`src/logic/tsi_defs.svh`:
```
`ifndef TSI_DEFS_SVH
`define TSI_DEFS_SVH
`define TSI_ADDR_BASE 7'h40
`define TSI_ADDR_MASK 7'h78
`define TSI_PINS_IDLE 6'h30
`define TSI_PTR_VSENSE 8'h00
`define TSI_PTR_TDIE 8'h01
`define TSI_VSENSE_RESET 16'h0000
`define TSI_TDIE_RESET 16'h0000
`define TSI_VSENSE_MAX 16'h7FFF
`define TSI_VSENSE_MIN 16'h8000
`define TSI_HS_CODE 7'h04
`define TSI_TDIE_PAD 2'h0
`define TSI_NV_PER_LSB_X100 15625
`define TSI_FS_UV 5120
`define TSI_FILT_LEN 2
`endif

```
`src/logic/tsi_pkg.sv`:
```
package tsi_pkg;
   typedef enum logic [2:0] {
      TSI_IDLE,
      TSI_RX,
      TSI_ACK,
      TSI_TX,
      TSI_TXACK
   } tsi_state_t;
   typedef enum logic [1:0] {
      TSI_PIN_LOW,
      TSI_PIN_HIGH,
      TSI_PIN_SDA,
      TSI_PIN_SCL
   } tsi_strap_t;
endpackage

```
`src/logic/tsi_sync.sv`:
```
`timescale 1ns/10ps
module tsi_sync #(
   parameter int WIDTH = 1,
   parameter logic [WIDTH-1:0] RESET_VAL = '0
) (
   input wire logic clock, // system clock
   input wire logic resetn, // async reset, active low
   input wire logic [WIDTH-1:0] async_in, // pin levels
   output logic [WIDTH-1:0] sync_out // synchronised levels
);
   logic [WIDTH-1:0] meta_q;
   logic [WIDTH-1:0] meta_d;
   logic [WIDTH-1:0] sync_q;
   logic [WIDTH-1:0] sync_d;
   if (WIDTH < 1) begin : g_width_check
      $error("tsi_sync width must be positive");
   end
   always_comb begin
      meta_d = async_in;
      sync_d = meta_q;
   end
   always_ff @(posedge clock or negedge resetn) begin
      if (!resetn) begin
         meta_q <= RESET_VAL;
         sync_q <= RESET_VAL;
      end else begin
         meta_q <= meta_d;
         sync_q <= sync_d;
      end
   end
   assign sync_out = sync_q;
endmodule

```
`src/logic/tsi_slave.sv`:
```
`timescale 1ns/10ps
`include "tsi_defs.svh"
// Notes on behaviour
// - voltage result is 16-bit two's complement
// - voltage clips at 7FFF and 8000
// - one count is 156.25 nV
// - die temperature 14-bit, 1/32 C per count
// - temperature left aligned, low bits zero
// - target only, never drives clock
// - fast and high-speed bus rates supported
// - every byte shifted MSB first
// - select pins sampled each transaction
// - responds at 1000000 to 1000111
// - first written byte loads pointer
// - read returns register chosen by pointer
// - pointer unchanged across reads
// - upper byte first, then lower byte
// - pointer 00h is voltage, resets zero
// - high-speed code not acked, mode until stop
module tsi_slave
   import tsi_pkg::*;
#(
   parameter int VWIDTH = 24 // raw signed voltage sample width
) (
   input wire logic clock, // 200 MHz system clock
   input wire logic resetn, // async reset, active low
   input wire logic scl_in, // bus clock pin level
   input wire logic sda_in, // bus data pin level
   output logic sda_out, // data driven level, always low
   output logic sda_oe, // high while pulling data low
   input wire logic address_select_pin_0_in, // select pin 0 level
   input wire logic address_select_pin_0_oe_sda, // select pin 0 strapped to data
   input wire logic address_select_pin_0_oe_scl, // select pin 0 strapped to clock
   input wire logic address_select_pin_1, // select pin 1 level
   input wire logic signed [VWIDTH-1:0] vsense_raw, // raw sensor sample, 156.25 nV units
   input wire logic signed [13:0] tdie_raw, // die temperature, 1/32 C units
   input wire logic result_load, // one-cycle pulse, capture new results
   output logic [7:0] pointer, // current register pointer
   output logic hs_mode, // high-speed mode flag, set by the code, cleared on stop
   output logic [7:0] wr_data, // received register data byte
   output logic wr_valid, // one-cycle pulse per data byte written
   output logic wr_high // data byte is upper byte of word
);
   if (VWIDTH < 16) begin : g_vwidth_check
      $error("tsi_slave VWIDTH must be at least 16");
   end

   // bus lines reset to their idle high level so no false edge follows reset
   logic [5:0] pins_s;
   tsi_sync #(.WIDTH(6), .RESET_VAL(`TSI_PINS_IDLE)) u_sync (
      .clock(clock),
      .resetn(resetn),
      .async_in({scl_in, sda_in, address_select_pin_0_in, address_select_pin_1, address_select_pin_0_oe_sda,
                 address_select_pin_0_oe_scl}),
      .sync_out(pins_s)
   );
   wire scl_s = pins_s[5];
   wire sda_s = pins_s[4];

   // saturate wide raw sample into 16 bits instead of wrapping
   function automatic logic [15:0] clip_v(input logic signed [VWIDTH-1:0] v);
      if (v > $signed({{(VWIDTH-16){1'b0}}, `TSI_VSENSE_MAX}))
         clip_v = `TSI_VSENSE_MAX;
      else if (v < $signed({{(VWIDTH-16){1'b1}}, `TSI_VSENSE_MIN}))
         clip_v = `TSI_VSENSE_MIN;
      else
         clip_v = v[15:0];
   endfunction

   // decode the four-state strap of select pin 0 into the low address bits
   function automatic logic [6:0] decode_addr(input logic p0, input logic to_sda, input logic to_scl,
                                             input logic p1);
      tsi_strap_t s;
      s = to_sda ? TSI_PIN_SDA : (to_scl ? TSI_PIN_SCL : (p0 ? TSI_PIN_HIGH : TSI_PIN_LOW));
      decode_addr = `TSI_ADDR_BASE | {4'h0, p1, 2'(s)};
   endfunction

   // results registers
   logic [15:0] vsense_q, vsense_d, tdie_q, tdie_d;
   always_comb begin
      vsense_d = vsense_q;
      tdie_d = tdie_q;
      if (result_load) begin
         vsense_d = clip_v(vsense_raw);
         tdie_d = {tdie_raw, `TSI_TDIE_PAD};
      end
   end
   always_ff @(posedge clock or negedge resetn) begin
      if (!resetn) begin
         vsense_q <= `TSI_VSENSE_RESET;
         tdie_q <= `TSI_TDIE_RESET;
      end else begin
         vsense_q <= vsense_d;
         tdie_q <= tdie_d;
      end
   end

   // bus edge and condition detection, on the second synchroniser stage only
   logic scl_p_q, sda_p_q;
   always_ff @(posedge clock or negedge resetn) begin
      if (!resetn) begin
         scl_p_q <= 1'b1;
         sda_p_q <= 1'b1;
      end else begin
         scl_p_q <= scl_s;
         sda_p_q <= sda_s;
      end
   end
   // the system clock oversamples 3.4 MHz by ~58x, so edge detection is clean
   wire scl_rise = scl_s & ~scl_p_q;
   wire scl_fall = ~scl_s & scl_p_q;
   wire start_c = scl_s & scl_p_q & sda_p_q & ~sda_s;
   wire stop_c = scl_s & scl_p_q & ~sda_p_q & sda_s;

   tsi_state_t st_q, st_d;
   logic [7:0] sh_q, sh_d, ptr_q, ptr_d;
   logic [3:0] bit_q, bit_d;
   logic [1:0] byte_q, byte_d; // 0 address, 1 pointer, 2+ data
   logic rd_q, rd_d, ack_q, ack_d, hs_q, hs_d, lo_q, lo_d;
   logic oe_q, oe_d, wv_q, wv_d, wh_q, wh_d;
   logic [7:0] wd_q, wd_d;
   logic [6:0] my_addr;
   logic [15:0] rd_word;

   always_comb begin
      // pins sampled afresh on every address byte
      my_addr = decode_addr(pins_s[3], pins_s[1], pins_s[0], pins_s[2]);
      rd_word = (ptr_q == `TSI_PTR_VSENSE) ? vsense_q :
                (ptr_q == `TSI_PTR_TDIE) ? tdie_q : 16'h0000;
   end

   always_comb begin
      st_d = st_q;
      sh_d = sh_q;
      ptr_d = ptr_q;
      bit_d = bit_q;
      byte_d = byte_q;
      rd_d = rd_q;
      ack_d = ack_q;
      hs_d = hs_q;
      lo_d = lo_q;
      oe_d = oe_q;
      wv_d = 1'b0;
      wh_d = wh_q;
      wd_d = wd_q;
      if (stop_c) begin
         st_d = TSI_IDLE;
         oe_d = 1'b0;
         hs_d = 1'b0;
      end else if (start_c) begin
         st_d = TSI_RX;
         bit_d = 4'h0;
         byte_d = 2'h0;
         oe_d = 1'b0;
         lo_d = 1'b0;
      end else begin
         case (st_q)
            TSI_IDLE: begin
               oe_d = 1'b0;
            end
            TSI_RX: begin
               if (scl_rise) begin
                  sh_d = {sh_q[6:0], sda_s};
                  bit_d = bit_q + 4'h1;
               end else if (scl_fall && bit_q == 4'h8) begin
                  bit_d = 4'h0;
                  ack_d = 1'b0;
                  if (byte_q == 2'h0) begin
                     rd_d = sh_q[0];
                     if (sh_q[7:1] == `TSI_HS_CODE) begin
                        hs_d = 1'b1; // no ack, wait for the next start
                        st_d = TSI_IDLE;
                     end else if (sh_q[7:1] == my_addr) begin
                        ack_d = 1'b1;
                        st_d = TSI_ACK;
                     end else begin
                        st_d = TSI_IDLE;
                     end
                  end else begin
                     ack_d = 1'b1;
                     st_d = TSI_ACK;
                     if (byte_q == 2'h1) begin
                        ptr_d = sh_q;
                     end else begin
                        wd_d = sh_q;
                        wv_d = 1'b1;
                        wh_d = ~lo_q;
                        lo_d = ~lo_q;
                     end
                  end
                  oe_d = ack_d;
               end
            end
            TSI_ACK: begin
               if (scl_fall) begin
                  if (byte_q != 2'h3) byte_d = byte_q + 2'h1;
                  if (rd_q) begin
                     st_d = TSI_TX;
                     oe_d = ~rd_word[15];
                     sh_d = rd_word[15:8];
                     lo_d = 1'b0;
                  end else begin
                     st_d = TSI_RX;
                     oe_d = 1'b0;
                  end
               end
            end
            TSI_TX: begin
               if (scl_fall) begin
                  bit_d = bit_q + 4'h1;
                  if (bit_q == 4'h7) begin
                     oe_d = 1'b0;
                     st_d = TSI_TXACK;
                     bit_d = 4'h0;
                  end else begin
                     sh_d = {sh_q[6:0], 1'b0};
                     oe_d = ~sh_q[6];
                  end
               end
            end
            TSI_TXACK: begin
               if (scl_rise) begin
                  if (sda_s) begin
                     st_d = TSI_IDLE; // pointer kept
                  end else begin
                     lo_d = ~lo_q;
                  end
               end else if (scl_fall) begin
                  st_d = TSI_TX;
                  // after upper byte send lower; further bytes repeat the word
                  sh_d = lo_q ? rd_word[7:0] : rd_word[15:8];
                  oe_d = lo_q ? ~rd_word[7] : ~rd_word[15];
               end
            end
            default: st_d = TSI_IDLE;
         endcase
      end
   end

   always_ff @(posedge clock or negedge resetn) begin
      if (!resetn) begin
         st_q <= TSI_IDLE;
         sh_q <= 8'h00;
         ptr_q <= `TSI_PTR_VSENSE;
         bit_q <= 4'h0;
         byte_q <= 2'h0;
         rd_q <= 1'b0;
         ack_q <= 1'b0;
         hs_q <= 1'b0;
         lo_q <= 1'b0;
         oe_q <= 1'b0;
         wv_q <= 1'b0;
         wh_q <= 1'b0;
         wd_q <= 8'h00;
      end else begin
         st_q <= st_d;
         sh_q <= sh_d;
         ptr_q <= ptr_d;
         bit_q <= bit_d;
         byte_q <= byte_d;
         rd_q <= rd_d;
         ack_q <= ack_d;
         hs_q <= hs_d;
         lo_q <= lo_d;
         oe_q <= oe_d;
         wv_q <= wv_d;
         wh_q <= wh_d;
         wd_q <= wd_d;
      end
   end

   // open drain: only ever pull low, never drive the clock line
   assign sda_out = 1'b0;
   assign sda_oe = oe_q;
   assign pointer = ptr_q;
   assign hs_mode = hs_q;
   assign wr_data = wd_q;
   assign wr_valid = wv_q;
   assign wr_high = wh_q;

   property p_clip_high;
      @(posedge clock) disable iff (!resetn)
         result_load && vsense_raw > $signed({{(VWIDTH-16){1'b0}}, `TSI_VSENSE_MAX})
            |=> vsense_q == `TSI_VSENSE_MAX;
   endproperty
   a_clip_high: assert property (p_clip_high) else $error("voltage not clipped high");

   property p_clip_low;
      @(posedge clock) disable iff (!resetn)
         result_load && vsense_raw < $signed({{(VWIDTH-16){1'b1}}, `TSI_VSENSE_MIN})
            |=> vsense_q == `TSI_VSENSE_MIN;
   endproperty
   a_clip_low: assert property (p_clip_low) else $error("voltage not clipped low");

   property p_tdie_align;
      @(posedge clock) disable iff (!resetn)
         result_load |=> tdie_q[1:0] == 2'b00 && tdie_q[15:2] == $past(tdie_raw);
   endproperty
   a_tdie_align: assert property (p_tdie_align) else $error("temperature misaligned");

   property p_ptr_load;
      @(posedge clock) disable iff (!resetn)
         st_q == TSI_RX && scl_fall && bit_q == 4'h8 && byte_q == 2'h1 && !start_c && !stop_c
            |=> ptr_q == $past(sh_q) && sda_oe;
   endproperty
   a_ptr_load: assert property (p_ptr_load) else $error("pointer not loaded");

   property p_ptr_read;
      @(posedge clock) disable iff (!resetn)
         rd_q && st_q != TSI_IDLE |-> $stable(ptr_q);
   endproperty
   a_ptr_read: assert property (p_ptr_read) else $error("pointer changed in read");

   property p_hs_noack;
      @(posedge clock) disable iff (!resetn)
         st_q == TSI_RX && scl_fall && bit_q == 4'h8 && byte_q == 2'h0 && sh_q[7:1] == `TSI_HS_CODE
            && !start_c && !stop_c |=> !sda_oe && hs_mode;
   endproperty
   a_hs_noack: assert property (p_hs_noack) else $error("high-speed code handled wrongly");

   property p_hs_stop;
      @(posedge clock) disable iff (!resetn)
         stop_c |=> !hs_mode ##1 !hs_mode;
   endproperty
   a_hs_stop: assert property (p_hs_stop) else $error("high-speed not left on stop");

   property p_addr_nack;
      @(posedge clock) disable iff (!resetn)
         st_q == TSI_RX && scl_fall && bit_q == 4'h8 && byte_q == 2'h0 && sh_q[7:1] != my_addr
            && !start_c && !stop_c |=> !sda_oe [*2];
   endproperty
   a_addr_nack: assert property (p_addr_nack) else $error("acked foreign address");

   property p_addr_range;
      @(posedge clock) disable iff (!resetn)
         $rose(sda_oe) && st_q == TSI_ACK && byte_q == 2'h0 |-> (sh_q[7:1] & `TSI_ADDR_MASK) == `TSI_ADDR_BASE;
   endproperty
   a_addr_range: assert property (p_addr_range) else $error("address out of range");

   property p_tx_msb;
      @(posedge clock) disable iff (!resetn)
         st_q == TSI_ACK && rd_q && scl_fall && !start_c && !stop_c |=> sda_oe == ~$past(rd_word[15]);
   endproperty
   a_tx_msb: assert property (p_tx_msb) else $error("read did not start with upper MSB");
endmodule

```
`config.mk`:
```
export PLATFORM = sky130hd
export DESIGN_NAME = tsi_slave
export DESIGN_NICKNAME = d
export VERILOG_FILES = /design/src/logic/tsi_pkg.sv /design/src/logic/tsi_sync.sv /design/src/logic/tsi_slave.sv
export VERILOG_INCLUDE_DIRS = /design/src /design/src/logic
export SDC_FILE = /design/constraint.sdc
export NUM_CORES = 1
export LEC_CHECK = 0
export ABC_AREA = 1
export ABC_CLOCK_PERIOD_IN_PS = 2300
export BUFFER_PORTS_ARGS = -buffer_cell sky130_fd_sc_hd__buf_4
export CORE_UTILIZATION = 57
export DETAILED_ROUTE_END_ITERATION = 6
export GPL_TIMING_DRIVEN = 0
export HOLD_SLACK_MARGIN = 0.08
export PLACE_DENSITY_LB_ADDON = 0.25
export SLEW_MARGIN = 10
export SYNTH_ARGS = -nofsm -noshare
export SYNTH_HDL_FRONTEND = slang
export SYNTH_SLANG_ARGS = --single-unit
```
`constraint.sdc`:
```
create_clock -name clock -period 2.3 [get_ports clock]
set_input_delay 0.46 -clock clock [delete_from_list [all_inputs] [get_ports clock]]
set_output_delay 0.46 -clock clock [all_outputs]
set_load 0.03 [all_outputs]
```
# Word level (Yosys, flattened, before mapping)
# Index checks and enable logic that the tools add are counted.
# Widths: inputs -> output; s select.
dict set report op_classes {
  addsub 2
  magnitude_cmp 2
  eq_ne 40
  mux 80
  bitwise 20
  reduce_logical 25
}
# operator count
set ops {}
lappend ops {{$mux 16} 4}
lappend ops {{$mux 8} 8}
lappend ops {{$mux 1} 38}
lappend ops {{$mux 3} 11}
lappend ops {{$ne 4x4->1 const B} 8}
lappend ops {{$pmux 8 s4} 1}
lappend ops {{$ne 3x3->1 const B} 10}
lappend ops {{$gt 24x16->1 const B} 1}
lappend ops {{$lt 24x16->1 const B} 1}
lappend ops {{$reduce_and 7->1} 3}
lappend ops {{$mux 4} 5}
lappend ops {{$reduce_and 10->1} 2}
lappend ops {{$mux 2} 9}
lappend ops {{$ne 2x2->1 const B} 8}
lappend ops {{$pmux 3 s5} 1}
lappend ops {{$reduce_bool 2->1} 7}
lappend ops {{$not 1->1} 13}
lappend ops {{$reduce_and 6->1} 2}
lappend ops {{$eq 8x1->1 const B} 1}
lappend ops {{$logic_not 8->1} 1}
lappend ops {{$pmux 4 s2} 1}
lappend ops {{$reduce_and 4->1} 2}
lappend ops {{$reduce_and 8->1} 1}
lappend ops {{$reduce_bool 4->1} 2}
lappend ops {{21 further kinds} 29}
dict set report totals {
  register_bits 83
  inputBits 47
  out_inout_bits 21
  elab_cells 187
}

# Longest topological paths before layout
# Gate-level depths: netlist of run 1.
dict set report logic_depth {
  word_depth 12
  depth_mapped 12
  mapped_depth_nobuf 11
}

# Cells and area by module
# Synthesis of run 1 repeated with hierarchy kept, for this count alone.
dict set report hier_totals {
  cells_unflattened 598
  hier_area_um2 4403.0
}
# mod instances cells_each area_each_um2 seq_area_each_um2
set modules_own_cells {}
lappend modules_own_cells {tsi_slave 1 586 4097.7 1779.2}
lappend modules_own_cells {tsi_sync 1 12 305.3 305.3}

# Worst setup path after synthesis of run 1
# Ideal clock, no wire load.
dict set report synth_path {
  path_type {register -> register}
  from {register u_sync.sync_q[5], in the netlist u_sync.sync_out[5]}
  to {register bit_q[3]}
  setup_time_ns 0.083
  arrival_ns 1.654
  t_required_ns 2.217
  path_slack_ns 0.563
  stages_incl_launch_ff 9
  n_path_buf 1
  period_less_slack_ns 1.737
  cell_sequence {dfstp_2 -> ha_1 -> nand3_1 -> buf_4 -> inv_1 -> o21ai_0 -> nor2_1 -> o2111ai_1 -> o21ai_0}
}
dict set report synth_between {
  elab_chain_len 5
  word_cells_on_any_way 17
  cone_classes {eq/ne (2); mux (3); bitwise (9); reduce/logical (3)}
}
# element line
set synth_rtl {}
lappend synth_rtl {{from (decl)} tsi_sync.sv:13} ;# logic [WIDTH-1:0] sync_q;
lappend synth_rtl {{from (signal assigned)} tsi_sync.sv:28} ;# sync_q <= sync_d;
lappend synth_rtl {{$and 1x1->1 / $not 1->1 (equally long branches)} {tsi_slave.sv:112, tsi_slave.sv:113, tsi_slave.sv:111}}
lappend synth_rtl {{$and 1x1->1 (on tied branches)} {tsi_slave.sv:112, tsi_slave.sv:111, tsi_slave.sv:113}}
lappend synth_rtl {{$and 1x1->1, or another cell as far along} tsi_slave.sv:112} ;# wire start_c = scl_s & scl_p_q & sda_p_q & ~sda_s;
lappend synth_rtl {{$ne 4x4->1 (no source line), or another cell as far along} --}
lappend synth_rtl {{$reduce_and 4->1 (no source line)} --}
lappend synth_rtl {{to (signal assigned)} tsi_slave.sv:259} ;# bit_q <= bit_d;
lappend synth_rtl {{to (decl)} tsi_slave.sv:117} ;# logic [3:0] bit_q, bit_d;
# Several ways; a longest one is shown, not always the timed one.
# A chain may end at the register's enable or synchronous reset.

# Worst setup path after layout of run 1
# Same ends and word-level chain as after synthesis.

==> metrics.md, run 1 <==
| Metric | Value |
|---|---|
| Detailed Routing Iterations Pass 1 | 5 |
| Layout cells sized above 1 | 0.220 |
| Max Slew Vio Count | 0 |
| Clock slew at reported path FFs | about 0.080 ns |
| Fraction of the yosys area taken by sequential cells | 0.474 |
| GPL Wtd Cong | approximately 0.94 |
| Clock Latency Late Sink | around 0.36 ns |
| Hold buffers post-CTS | 0 |
| Fill count | about 620 |
| P&R area growth vs syn | 18.3% |
| Final setup TNS | 0 ns |
| Fin. Hold Viols | 0 |
| Die height | approximately 90 microns |
| Die X | 89.8 microns |
| Mean Syn Cell Area | 7.95 sq um |
| Vias in the first global route | about 3800 |
| Post-synthesis instance area | 0.00439 sq mm |
| Minimum clock period | 2.04 ns |
| Post-synthesis adder-cell area fraction | 0.0228 |
| Max Buffers Root-to-Sink | 2 |
| Rows | 31 |
| Hold depth | 1 |
| Kind of critical path | reg2reg |
| DRT iter0 DRCs | just under 300 |
| Top post-synthesis cells by area | dfrtp_1 44%, nand2_1 13%, inv_1 6.6% |
| Final setup vio count | 0 |
| Post-synth EDFFs | 0 |
| Core box area | between 0.007 and 0.008 sq mm |
| Setup crit start kind | flip-flop |
| Crit. End Element | flip-flop |
| Total vias in the final route | approximately 3900 |
| Post-synthesis xor/xnor area fraction | 0.00199 |
| HPWL after DPL | 7490 microns |
| Root buffer cell | clkbuf_8 |
| Hold Crit Class | in2reg |
| Slew HR | 0.333 |
| GR Util All Layers | 0.271 |
| Mux contribution to synthesized area | 0.0333 |
| Num CTS Buffers | 9 |
| Post-CTS sizing | 0 |
| First-pass GRT wire length | about 18000 microns |
| Yosys top cell area share | 0.438 |
| Compound-cell area share of the yosys netlist | 0.0979 |
| CTS H-tree depth | 3 |
| Synth cell types | 39 |
| Maximum fanout along the worst path | 10 |
| Largest family of logic cells by synthesized area | simple AND/OR/NAND/NOR gates |
| Async set-reset flop share out of synthesis | 1.00 |
| Max Cap Viol | 0 |
| Pre-CTS setup slack | between 0.3 and 0.4 ns |
| Grt ovf | 0 |
| Simple-gate share of the synthesized area | 0.280 |
| Outcome | finished, final reports clean |
| Initial Util | 0.596 |
| Yosys warnings | 0 |
| Wirelength per Cell | 13.9 microns |
| Final ANT Viol Nets | 0 |
| Worst Max-Slew Pin Slew | about 1 ns |
| Nets | a little under 700 |
| Max Clk Rate | about 490 MHz |
| Synthesized netlist cell count | 553 |
| Die area | between 0.008 and 0.009 sq mm |
| Post-route DRC | 0 |
| Final worst setup slack | roughly 0.26 ns |
| Leakage | 2.69 nW |
| RSZ-0062 raised after global routing | no |
| DRT Wirelength | roughly 10000 microns |
| Pin count of the biggest net entering global routing | between 80 and 90 |
| CTS tree | done |
| Diodes inserted | 0 |
| Top cell type by total area after synthesis | dfrtp_1 |
| Worst path arrival time | ~2.3 ns |
| Mapped Nets | a little over 600 |
| Worst path required time | ~2.6 ns |
| Power per standard cell area | about 680 mW/mm^2 |
| Final Cycle Share | 0.885 |
| I/O pins | a little under 70 |
| Post-CTS Setup Repair Bufs | 0 |
| IO Port Bufs | 66 |
| Clk sink count | 83 |
| Via density | approximately 5.3 |
| Register bit count reported by yosys | between 80 and 90 |
| Fin Clk Skew | roughly 0.013 ns |
| Main flop type after synthesis | dfrtp_1 |
| R2r worst-path depth | 8 |
| Initial antenna violation count | 0 |
| VDD IR max | 408 uV |
[cells in the mapped netlist, types with 3 or more instances]
master      n
nand3_2     3
o21ai_1     4
buf_4       3
buf_2       4
nand2_1   153
nand4_1     6
nor2_4      5
nor2_2      5
nor3_1      3
dfstp_2     6
nand2_4     4
o21ai_0    55
a21oi_1    13
nor2_1     35
inv_2       5
clkbuf_1    5
nand2_2     4
nand3_1    43
ha_1        8
dfrtp_1    77
inv_1      77
mux2_2     13
nor4_1      3
[per-layer routing]
layer	share of wire	vias up	track usage
met2	0.47	146	0.428
met5	0	-	0
met1	0.45	1837	0.371
met3	0.063	23	0.0448
li1	-	1912	-
met4	0.022	0	0.116
[critical path, stage by stage (launching register included)]
cell and delay (ns):
dfstp_2 0.56, ha_1 0.18, nand3_1 0.12, buf_4 0.20, inv_1 0.15, o21ai_0 0.12
nor2_1 0.36, o2111ai_1 0.16, o21ai_0 0.10
[cells in the final DEF (no fill, tap or decap), types with 7 or more instances in the layout]
cell type,n
buf_4,69
a21oi_1,13
ha_1,8
nand3_1,43
clkbuf_8,12
o21ai_0,55
nor2_1,35
dfrtp_1,77
mux2_2,13
inv_1,77
clkbuf_1,7
nand2_1,153
[stage by stage]
step	utilization	hold WS (ns)	instances	power, mW	instance area (sq um)
floorplan	-	0.164	553	2.25	4390
global placement	0.680	0.334	718	2.50	5010
detailed placement	0.680	0.336	718	2.55	5010
CTS	0.705	0.201	734	3.51	5200
global route	0.705	0.202	734	3.70	5200
finish	0.705	0.209	734	3.51	5200
[where the power goes]
| group | total (mW) | internal (mW) | leakage, nW | switching [mW] |
|---|---|---|---|---|
| combinational | 0.812 | 0.298 | 1.54 | 0.514 |
| clock | 0.975 | 0.479 | 0.0965 | 0.496 |
| sequential | 1.73 | 1.61 | 1.05 | 0.119 |
| total | 3.51 | 2.38 | 2.69 | 1.13 |
[cell type report]
type	instances	area (sq um)	share of cell area
sequential	83	2080	0.401
timing repair buffer	66	495	0.0954
clock inverter	2	10.0	0.00193
multi-input combinational	373	1920	0.369
clock buffer	14	173	0.0332
inverter	83	314	0.0604
buffer	14	77.6	0.0149
tap	99	124	0.0238
[sequential cells by signal (all words and copies together) (netlist names), 2 cells and up]
name,count
pointer,8
sh_q,8
tdie_q,14
u_sync.sync_out,6
wr_data,8
vsense_q,16
st_q,3
bit_q,4
u_sync.meta_q,6
byte_q,2
[cell families after synthesis]
| logic type | Yosys count |
|---|---|
| xor gates and xnor gates | 1 |
| AOI/OAI and AO/OA | 81 |
| other | 1 |
| muxes | 13 |
| adders and majority gates | 8 |
| buffers and inverters | 97 |
| and+or+nand+nor | 269 |
| DFF | 83 |
[final timing paths]
| path | start | end | slack, ns |
|---|---|---|---|
| setup / recovery | u_sync.sync_out[5] | bit_q[3] | 0.26 |
| hold / removal | scl_in | u_sync.meta_q[5] | 0.21 |
| setup reg to reg | u_sync.sync_out[5] | bit_q[3] | 0.26 |
| hold reg to reg | u_sync.meta_q[0] | u_sync.sync_out[0] | 0.35 |
| max in group asynchronous | resetn | u_sync.meta_q[0] | 1.39 |
| min in group asynchronous | resetn | pointer[2] | 0.27 |
Note: power is estimated with default switching activity, not from simulation.
==> run 2, diff against run 1 <==
--- a/config.mk
+++ b/config.mk
@@ -7,7 +7,7 @@
 export NUM_CORES = 1
 export LEC_CHECK = 0
 export ABC_AREA = 1
-export ABC_CLOCK_PERIOD_IN_PS = 2300
+export ABC_CLOCK_PERIOD_IN_PS = 1900
 export BUFFER_PORTS_ARGS = -buffer_cell sky130_fd_sc_hd__buf_4
 export CORE_UTILIZATION = 57
 export DETAILED_ROUTE_END_ITERATION = 6
==> constraint.sdc (replaced) <==
create_clock -name clock -period 1.9 [get_ports clock]
set_input_delay 0.38 -clock clock [delete_from_list [all_inputs] [get_ports clock]]
set_output_delay 0.38 -clock clock [all_outputs]
set_load 0.03 [all_outputs]
==> run 2 against run 1 <==
- clock skew grew 0.0013 ns
- via count grew 2.8%
- sequential power grew 21%
- first-iteration DRC count grew 3.4%
- hold slack lost 0.082 ns
- utilization grew 2.5 points
- wire length grew 4.1%
- final cell count grew 1.2%
- critical path type unchanged
- largest power group unchanged
==> metrics.md, run 2 (synthesis results as in run 1) <==
| Metric | Value |
|---|---|
| Outcome | finished, final reports clean |
| Biggest regs | vsense_q (16), tdie_q (14) |
| Final worst setup slack | 0.0574 ns (-0.206 ns) |
| Final Cell Area | 0.00538 sq mm (+3.5%) |
| IO Port Bufs | 66 (unchanged) |
| Final Core Density | 0.730 (+0.0248) |
| Max Cap Viol | 0 (unchanged) |
| Max Buffers Root-to-Sink | 2 (unchanged) |
| Hold buffers post-CTS | 0 (unchanged) |
| Fin Clk Skew | 0.0147 ns (+0.00133 ns) |
| GR Util All Layers | 0.272 (+0.00111) |
| Diodes inserted | 0 (unchanged) |
| Met2 GRT Util | 0.428 (+0.000641) |
| Wirelength per Cell | 14.3 microns (+2.8%) |
| Total vias in the final route | 4029 (+2.8%) |
| Clock slew at reported path FFs | 0.08 ns (about the same) |
| Slowest stage delay, CP | 0.59 ns (+0.03 ns) |
| Core box area | 0.00737 sq mm (unchanged) |
| Die X | 89.8 microns (unchanged) |
| Global routing's busiest layer | met2 |
| Power per standard cell area | 805 mW/mm^2 (+19%) |
| Crit. End Element | flip-flop |
| Setup crit start kind | flip-flop |
| M1 GR Usage | 0.372 (+0.00112) |
| Grt ovf | 0 (unchanged) |
| Layout cells sized above 1 | 0.256 (+0.0357) |
| Worst Max-Slew Pin Slew | 1.01 ns (+0.00924 ns) |
| Minimum clock period | 1.84 ns (-0.194 ns) |
| DRT Wirelength | 10600 microns (+4.1%) |
| Final Cycle Share | 0.970 (+0.0844) |
| Initial antenna violation count | 0 (unchanged) |
| CP max-delay cell | dfstp_2 |
| Cells along the critical path | inv_1, nand3_2, buf_8, clkinvlp_4, buf_4, buf_4, a21oi_1, o2111ai_1, o21ai_1 |
| Hold Crit Class | in2reg |
| Nets | 694 (+1.3%) |
| Clk sink count | 83 (unchanged) |
| HPWL after DPL | 7490 microns (unchanged) |
| Final ANT Viol Nets | 0 (unchanged) |
| GPL Wtd Cong | 0.943 (unchanged) |
| Detailed Routing Iterations Pass 1 | 5 (unchanged) |
| CTS tree | done |
| Die area | 0.00806 sq mm (unchanged) |
| Post-route DRC | 0 (unchanged) |
| Final setup vio count | 0 (unchanged) |
| Via density | 5.42 (+1.6%) |
| Max Slew Vio Count | 0 (unchanged) |
| Fin. Hold Viols | 0 (unchanged) |
| Initial Util | 0.596 (unchanged) |
| Pre-CTS setup slack | -0.0997 ns (-0.400 ns) |
| Number of flip-flops in the largest register | 16 (unchanged) |
| Vias in the first global route | 3792 (+0.90%) |
| First-pass GRT wire length | 17600 microns (+0.47%) |
| Die height | 89.8 microns (unchanged) |
| Cell mode on critical path | buf_4 |
| Kind of critical path | reg2reg |
| Worst path arrival time | 2.13 ns (-0.18 ns) |
| GR Util met3 | 0.0448 (unchanged) |
| Register name with the most flops | vsense_q |
| Most common cell after layout, fill and taps aside | nand2_1 |
| Maximum fanout along the worst path | 5 (-5) |
| Rows | 31 (unchanged) |
| RSZ-0062 raised after global routing | yes |
| Placed Instance Area | 0.00501 sq mm (unchanged) |
| Leakage | 2.73 nW (+1.6%) |
| Clock Latency Late Sink | 0.36 ns (about the same) |
| Slew HR | 0.327 (-0.00616) |
| P&R area growth vs syn | 22.4% |
| Pin count of the biggest net entering global routing | 84 (unchanged) |
| Final hold slack | 0.128 ns (-0.0817 ns) |
| VDD IR max | 495 uV (+21%) |
| DRT iter0 DRCs | 304 (+3.4%) |
| CTS H-tree depth | 3 (unchanged) |
| I/O pins | 68 (unchanged) |
| Worst path required time | 2.19 ns (-0.39 ns) |
| Max Clk Rate | 543 MHz (+11%) |
| Root buffer cell | clkbuf_8 |
| Most frequent cells in the layout | 153 x nand2_1, 77 x buf_4, 77 x dfrtp_1, 71 x inv_1, 49 x o21ai_0 |
| Num CTS Buffers | 9 (unchanged) |
run 2: changes by cell type in the layout (fill, tap and decap cells not counted), moves of 4 or more:
cell,before,now
o21ai_1,4,10
o21ai_0,55,49
ha_1,8,4
buf_4,69,77
nor2_1,35,31
inv_2,5,10
inv_1,77,71
run 2: worst max-delay path, delay by kind of cell (launching register included):
kind                   cells  cell delay (ns)
AO/OA/AOI/OAI              3             0.47
buffers and inverters      5             0.61
flip-flops                 1             0.59
AND/OR/NAND/NOR            1             0.10
run 2: layout make-up:
class	instances	area (sq um)
plain buffers	14	93.8
clock buffers	14	173
clock inverters	2	10.0
fillers	586	1990
inverters	83	318
multi-input cells	373	2000
flip-flops and latches	83	2080
well taps	99	124
repair buffers	75	581
run 2: power breakdown:
group	internal [mW]	switching, mW	total, mW	leakage [nW]
Sequential	1.95	0.147	2.09	1.05
Combinational	0.400	0.650	1.05	1.58
Clock	0.580	0.610	1.19	0.0965
run 2: worst paths after layout:
kind | start | endpoint | slack [ns] | cells past startpoint
worst min-delay path | scl_in | u_sync.meta_q[5] | 0.13 | 1
max in group asynchronous | resetn | u_sync.meta_q[0] | 1.06 | 1
worst min register to register | u_sync.meta_q[0] | u_sync.sync_out[0] | 0.35 | 0
min in group asynchronous | resetn | pointer[2] | 0.18 | 1
worst max register to register | u_sync.sync_out[4] | bit_q[3] | 0.06 | 9
worst max-delay path | u_sync.sync_out[4] | bit_q[3] | 0.06 | 9
run 2: metal layers:
metal	up-vias	part of all wire	wire, microns
li1	1935	-	-
met1	1907	0.44	4620
met2	160	0.48	5070
met3	27	0.059	628
met4	0	0.026	275
met5	-	0	0
run 2: through the flow:
| step | instances | total power [mW] | TNS (ns) |
|---|---|---|---|
| detailed placement | 718 | 3.08 | -1.16 |
| floorplan | 553 | 2.73 | 0 |
| global placement | 718 | 3.03 | -0.261 |
| CTS | 737 | 4.26 | 0 |
| finish | 743 | 4.33 | 0 |
| global route | 743 | 4.56 | -0.152 |
run 2: timing repair:
item	in CTS	in global routing
gates cloned	0	1
pin swaps	0	7
setup endpoints to repair	22	34
resized for setup	5	31
buffers inserted	3	5
==> run 3, diff against run 2 <==
--- a/config.mk
+++ b/config.mk
@@ -11,10 +11,11 @@
 export BUFFER_PORTS_ARGS = -buffer_cell sky130_fd_sc_hd__buf_4
 export CORE_UTILIZATION = 57
 export DETAILED_ROUTE_END_ITERATION = 6
-export GPL_TIMING_DRIVEN = 0
+export GPL_ROUTABILITY_DRIVEN = 0
 export HOLD_SLACK_MARGIN = 0.08
 export PLACE_DENSITY_LB_ADDON = 0.25
 export SLEW_MARGIN = 10
 export SYNTH_ARGS = -nofsm -noshare
 export SYNTH_HDL_FRONTEND = slang
+export SYNTH_HIERARCHICAL = 1
 export SYNTH_SLANG_ARGS = --single-unit
==> run 3 against run 2 <==
- final cell count rose by 6.5%
- sequential power barely moved
- wire length rose by 0.75%
- maximum frequency rose by 1.4%
- via count rose by 3.7%
- clock power barely moved
- flip-flop and latch count did not move
- combinational power fell by 20%
- synthesized area rose by 0.20%
- largest power group unchanged
- highest routed layer unchanged
==> metrics.md, run 3 <==
| Metric | Value |
|---|---|
| Outcome | finished, final reports clean |
| Cells along the critical path | inv_2, ha_2, inv_2, nand2_1, inv_1, nand2_1, or3_1, nor2_1, a21oi_1 |
| Yosys warnings | 6 (+6) |
| Final Cycle Share | 0.956 (-0.0134) |
| Post-synthesis instance area | 0.00440 sq mm (+0.20%) |
| Main flop type after synthesis | dfrtp_1 |
| Final Core Density | 0.731 (+0.00153) |
| Biggest regs | vsense_q (16), tdie_q (14) |
| Synthesized netlist cell count | 598 (+8.1%) |
| Wirelength per Cell | 13.5 microns (-5.4%) |
| Via density | 5.28 (-2.5%) |
| Mean Syn Cell Area | 7.36 sq um (-7.3%) |
| Post-synth EDFFs | 0 (unchanged) |
| First-pass GRT wire length | 17700 microns (+0.39%) |
| Yosys top cell area share | 0.438 (-0.000872) |
| Leakage | 2.92 nW (+6.9%) |
| Initial Util | 0.597 (+0.00119) |
| Die area | 0.00808 sq mm (+0.20%) |
| Hold Crit Class | in2reg |
| Most common cell after layout, fill and taps aside | nand2_1 |
| I/O pins | 68 (unchanged) |
| Fin Clk Skew | 0.00956 ns (-0.00516 ns) |
| P&R area growth vs syn | 22.4% (about the same) |
| Maximum fanout along the worst path | 5 (unchanged) |
| Detailed Routing Iterations Pass 1 | 5 (unchanged) |
| Clk sink count | 83 (unchanged) |
| Non-Filler Instances | 791 (+6.5%) |
| Register bit count reported by yosys | 83 (unchanged) |
| Top cell type by total area after synthesis | dfrtp_1 |
| Top post-synthesis cells by area | dfrtp_1 44%, nand2_1 20%, inv_1 6.8% |
| Pin count of the biggest net entering global routing | 35 (-58%) |
| Root buffer cell | clkbuf_8 |
| Final setup vio count | 0 (unchanged) |
| Max Cap Viol | 0 (unchanged) |
| Power per standard cell area | 761 mW/mm^2 (-5.5%) |
| Worst path arrival time | 2.05 ns (-0.08 ns) |
| Final worst setup slack | 0.0828 ns (+0.0254 ns) |
| Vias in the first global route | 3854 (+1.6%) |
| Die height | 89.9 microns (+0.10%) |
| Mapped Nets | 653 (+7.4%) |
| Power, Total | 4.10 mW (-5.3%) |
| Register name with the most flops | vsense_q |
| Most frequent cells in the layout | 232 x nand2_1, 88 x buf_4, 77 x dfrtp_1, 76 x inv_1, 46 x nor2_1 |
| DRT iter0 DRCs | 607 (+100%) |
| Minimum clock period | 1.82 ns (-0.0254 ns) |
| DRT Wirelength | 10700 microns (+0.75%) |
| Initial antenna violation count | 0 (unchanged) |
| HPWL after DPL | 7820 microns (+4.5%) |
| Slowest stage delay, CP | 0.59 ns (about the same) |
| GR Util All Layers | 0.274 (+0.00213) |
| Worst path required time | 2.13 ns (-0.06 ns) |
| Final ANT Viol Nets | 0 (unchanged) |
| CTS tree | done |
| Final setup TNS | 0 ns (unchanged) |
| Fin. Hold Viols | 0 (unchanged) |
| Pre-CTS setup slack | -0.0238 ns (+0.0760 ns) |
| Setup crit start kind | flip-flop |
| Delay-heaviest family, CP | simple AND/OR/NAND/NOR gates |
| Grt ovf | 0 (unchanged) |
| Top-count cell post-synth | nand2_1 |
| RSZ-0062 raised after global routing | no |
| Fill count | 572 (-2.4%) |
| IO Port Bufs | 66 (unchanged) |
| Crit. End Element | flip-flop |
| Nets | 742 (+6.9%) |
| Max Clk Rate | 550 MHz (+1.4%) |
| Synth cell types | 34 (-13%) |
| Crit path buf inv count | 3 (-2) |
| Max Slew Vio Count | 0 (unchanged) |
| Diodes inserted | 0 (unchanged) |
| Die X | 89.9 microns (+0.10%) |
| Max Buffers Root-to-Sink | 2 (unchanged) |
| Async set-reset flop share out of synthesis | 1.00 (unchanged) |
| Layout cells sized above 1 | 0.220 (-0.0366) |
| Total vias in the final route | 4180 (+3.7%) |
| Clock slew at reported path FFs | 0.08 ns (about the same) |
| Number of flip-flops in the largest register | 16 (unchanged) |
| CTS H-tree depth | 3 (unchanged) |
| CP max-delay cell | dfstp_2 |
| Placed Instance Area | 0.00513 sq mm (+2.3%) |
| Clock Latency Late Sink | 0.35 ns (about the same) |
| Post-synth top cells | 234 x nand2_1, 80 x inv_1, 77 x dfrtp_1 |
| VDD IR max | 504 uV (+1.9%) |
| Post-route DRC | 0 (unchanged) |
| Final hold slack | 0.132 ns (+0.00464 ns) |
| Fraction of the yosys area taken by sequential cells | 0.473 (-0.000944) |
| Num CTS Buffers | 9 (unchanged) |
| Dpl cells | 772 (+7.5%) |
| Core box area | 0.00737 sq mm (unchanged) |
| Kind of critical path | reg2reg |
| Rows | 31 (unchanged) |
| Final Cell Area | 0.00539 sq mm (+0.21%) |
[run 3: cell count changes after synthesis, sizes merged, moves of 3 or more]
cell,previous run,this run
nor2,45,51
nand4,8,5
inv,83,86
nand2,161,236
a21oi,13,8
o21ai,60,67
nor3,4,7
mux2,13,0
nand3,46,20
[run 3: cell type report]
class,instances,area (sq um),area share
repair buffers,91,711,0.132
clock buffers,12,155,0.0288
inverters,86,325,0.0604
multi-input cells,416,1970,0.365
well taps,99,124,0.0230
clock inverters,4,25.0,0.00464
flip-flops and latches,83,2080,0.387
[run 3: worst reg2reg max path: stages, from the launching register on]
cell	delay, ns
dfstp_2	0.59
inv_2	0.04
ha_2	0.17
inv_2	0.11
nand2_1	0.12
inv_1	0.07
nand2_1	0.10
or3_1	0.36
nor2_1	0.10
a21oi_1	0.05
[run 3: kinds of logic (layout without fill, tap and decap cells)]
kind of cell               Yosys count  after routing  share of synthesized area
and+or+nand+nor                    323            324                      0.302
buffers and inverters              100            193                     0.0938
DFF                                 83             83                      0.473
AOI/OAI and AO/OA                   80             80                      0.101
adders and majority gates            8              8                     0.0227
xor gates and xnor gates             3              3                    0.00597
other                                1              1                   0.000852
[run 3: per-layer routing]
| layer | GRT usage | part of all wire |
|---|---|---|
| met5 | 0 | 0 |
| met4 | 0.108 | 0.024 |
| met3 | 0.0398 | 0.074 |
| met2 | 0.451 | 0.48 |
| met1 | 0.369 | 0.43 |
[run 3: final timing paths]
kind                            slack [ns]                  to             start  depth (start not counted)
min in group asynchronous             0.51          tdie_q[11]            resetn                          2
max in group asynchronous             0.73            bit_q[3]            resetn                          3
worst min register to register        0.35  u_sync/sync_out[1]  u_sync/meta_q[1]                          0
worst max register to register        0.08                rd_q           scl_p_q                          9
worst min-delay path                  0.13    u_sync/meta_q[4]            sda_in                          1
worst max-delay path                  0.08                rd_q           scl_p_q                          9
[run 3: report_power, final]
part / total, mW / leakage [nW] / internal (mW) / switching, mW
combinational: 0.844 / 1.77 / 0.308 / 0.536
sequential: 2.10 / 1.06 / 1.93 / 0.170
clock: 1.16 / 0.0884 / 0.542 / 0.616
total: 4.10 / 2.92 / 2.78 / 1.32
[run 3: repair_timing]
item	4_1_cts	5_1_grt
hold buffers	1	0
resized for setup	2	23
setup buffers	0	1
endpoints found under the setup margin	7	22
hold endpoints to repair	32	0
gates cloned	0	1
pin swaps	0	4
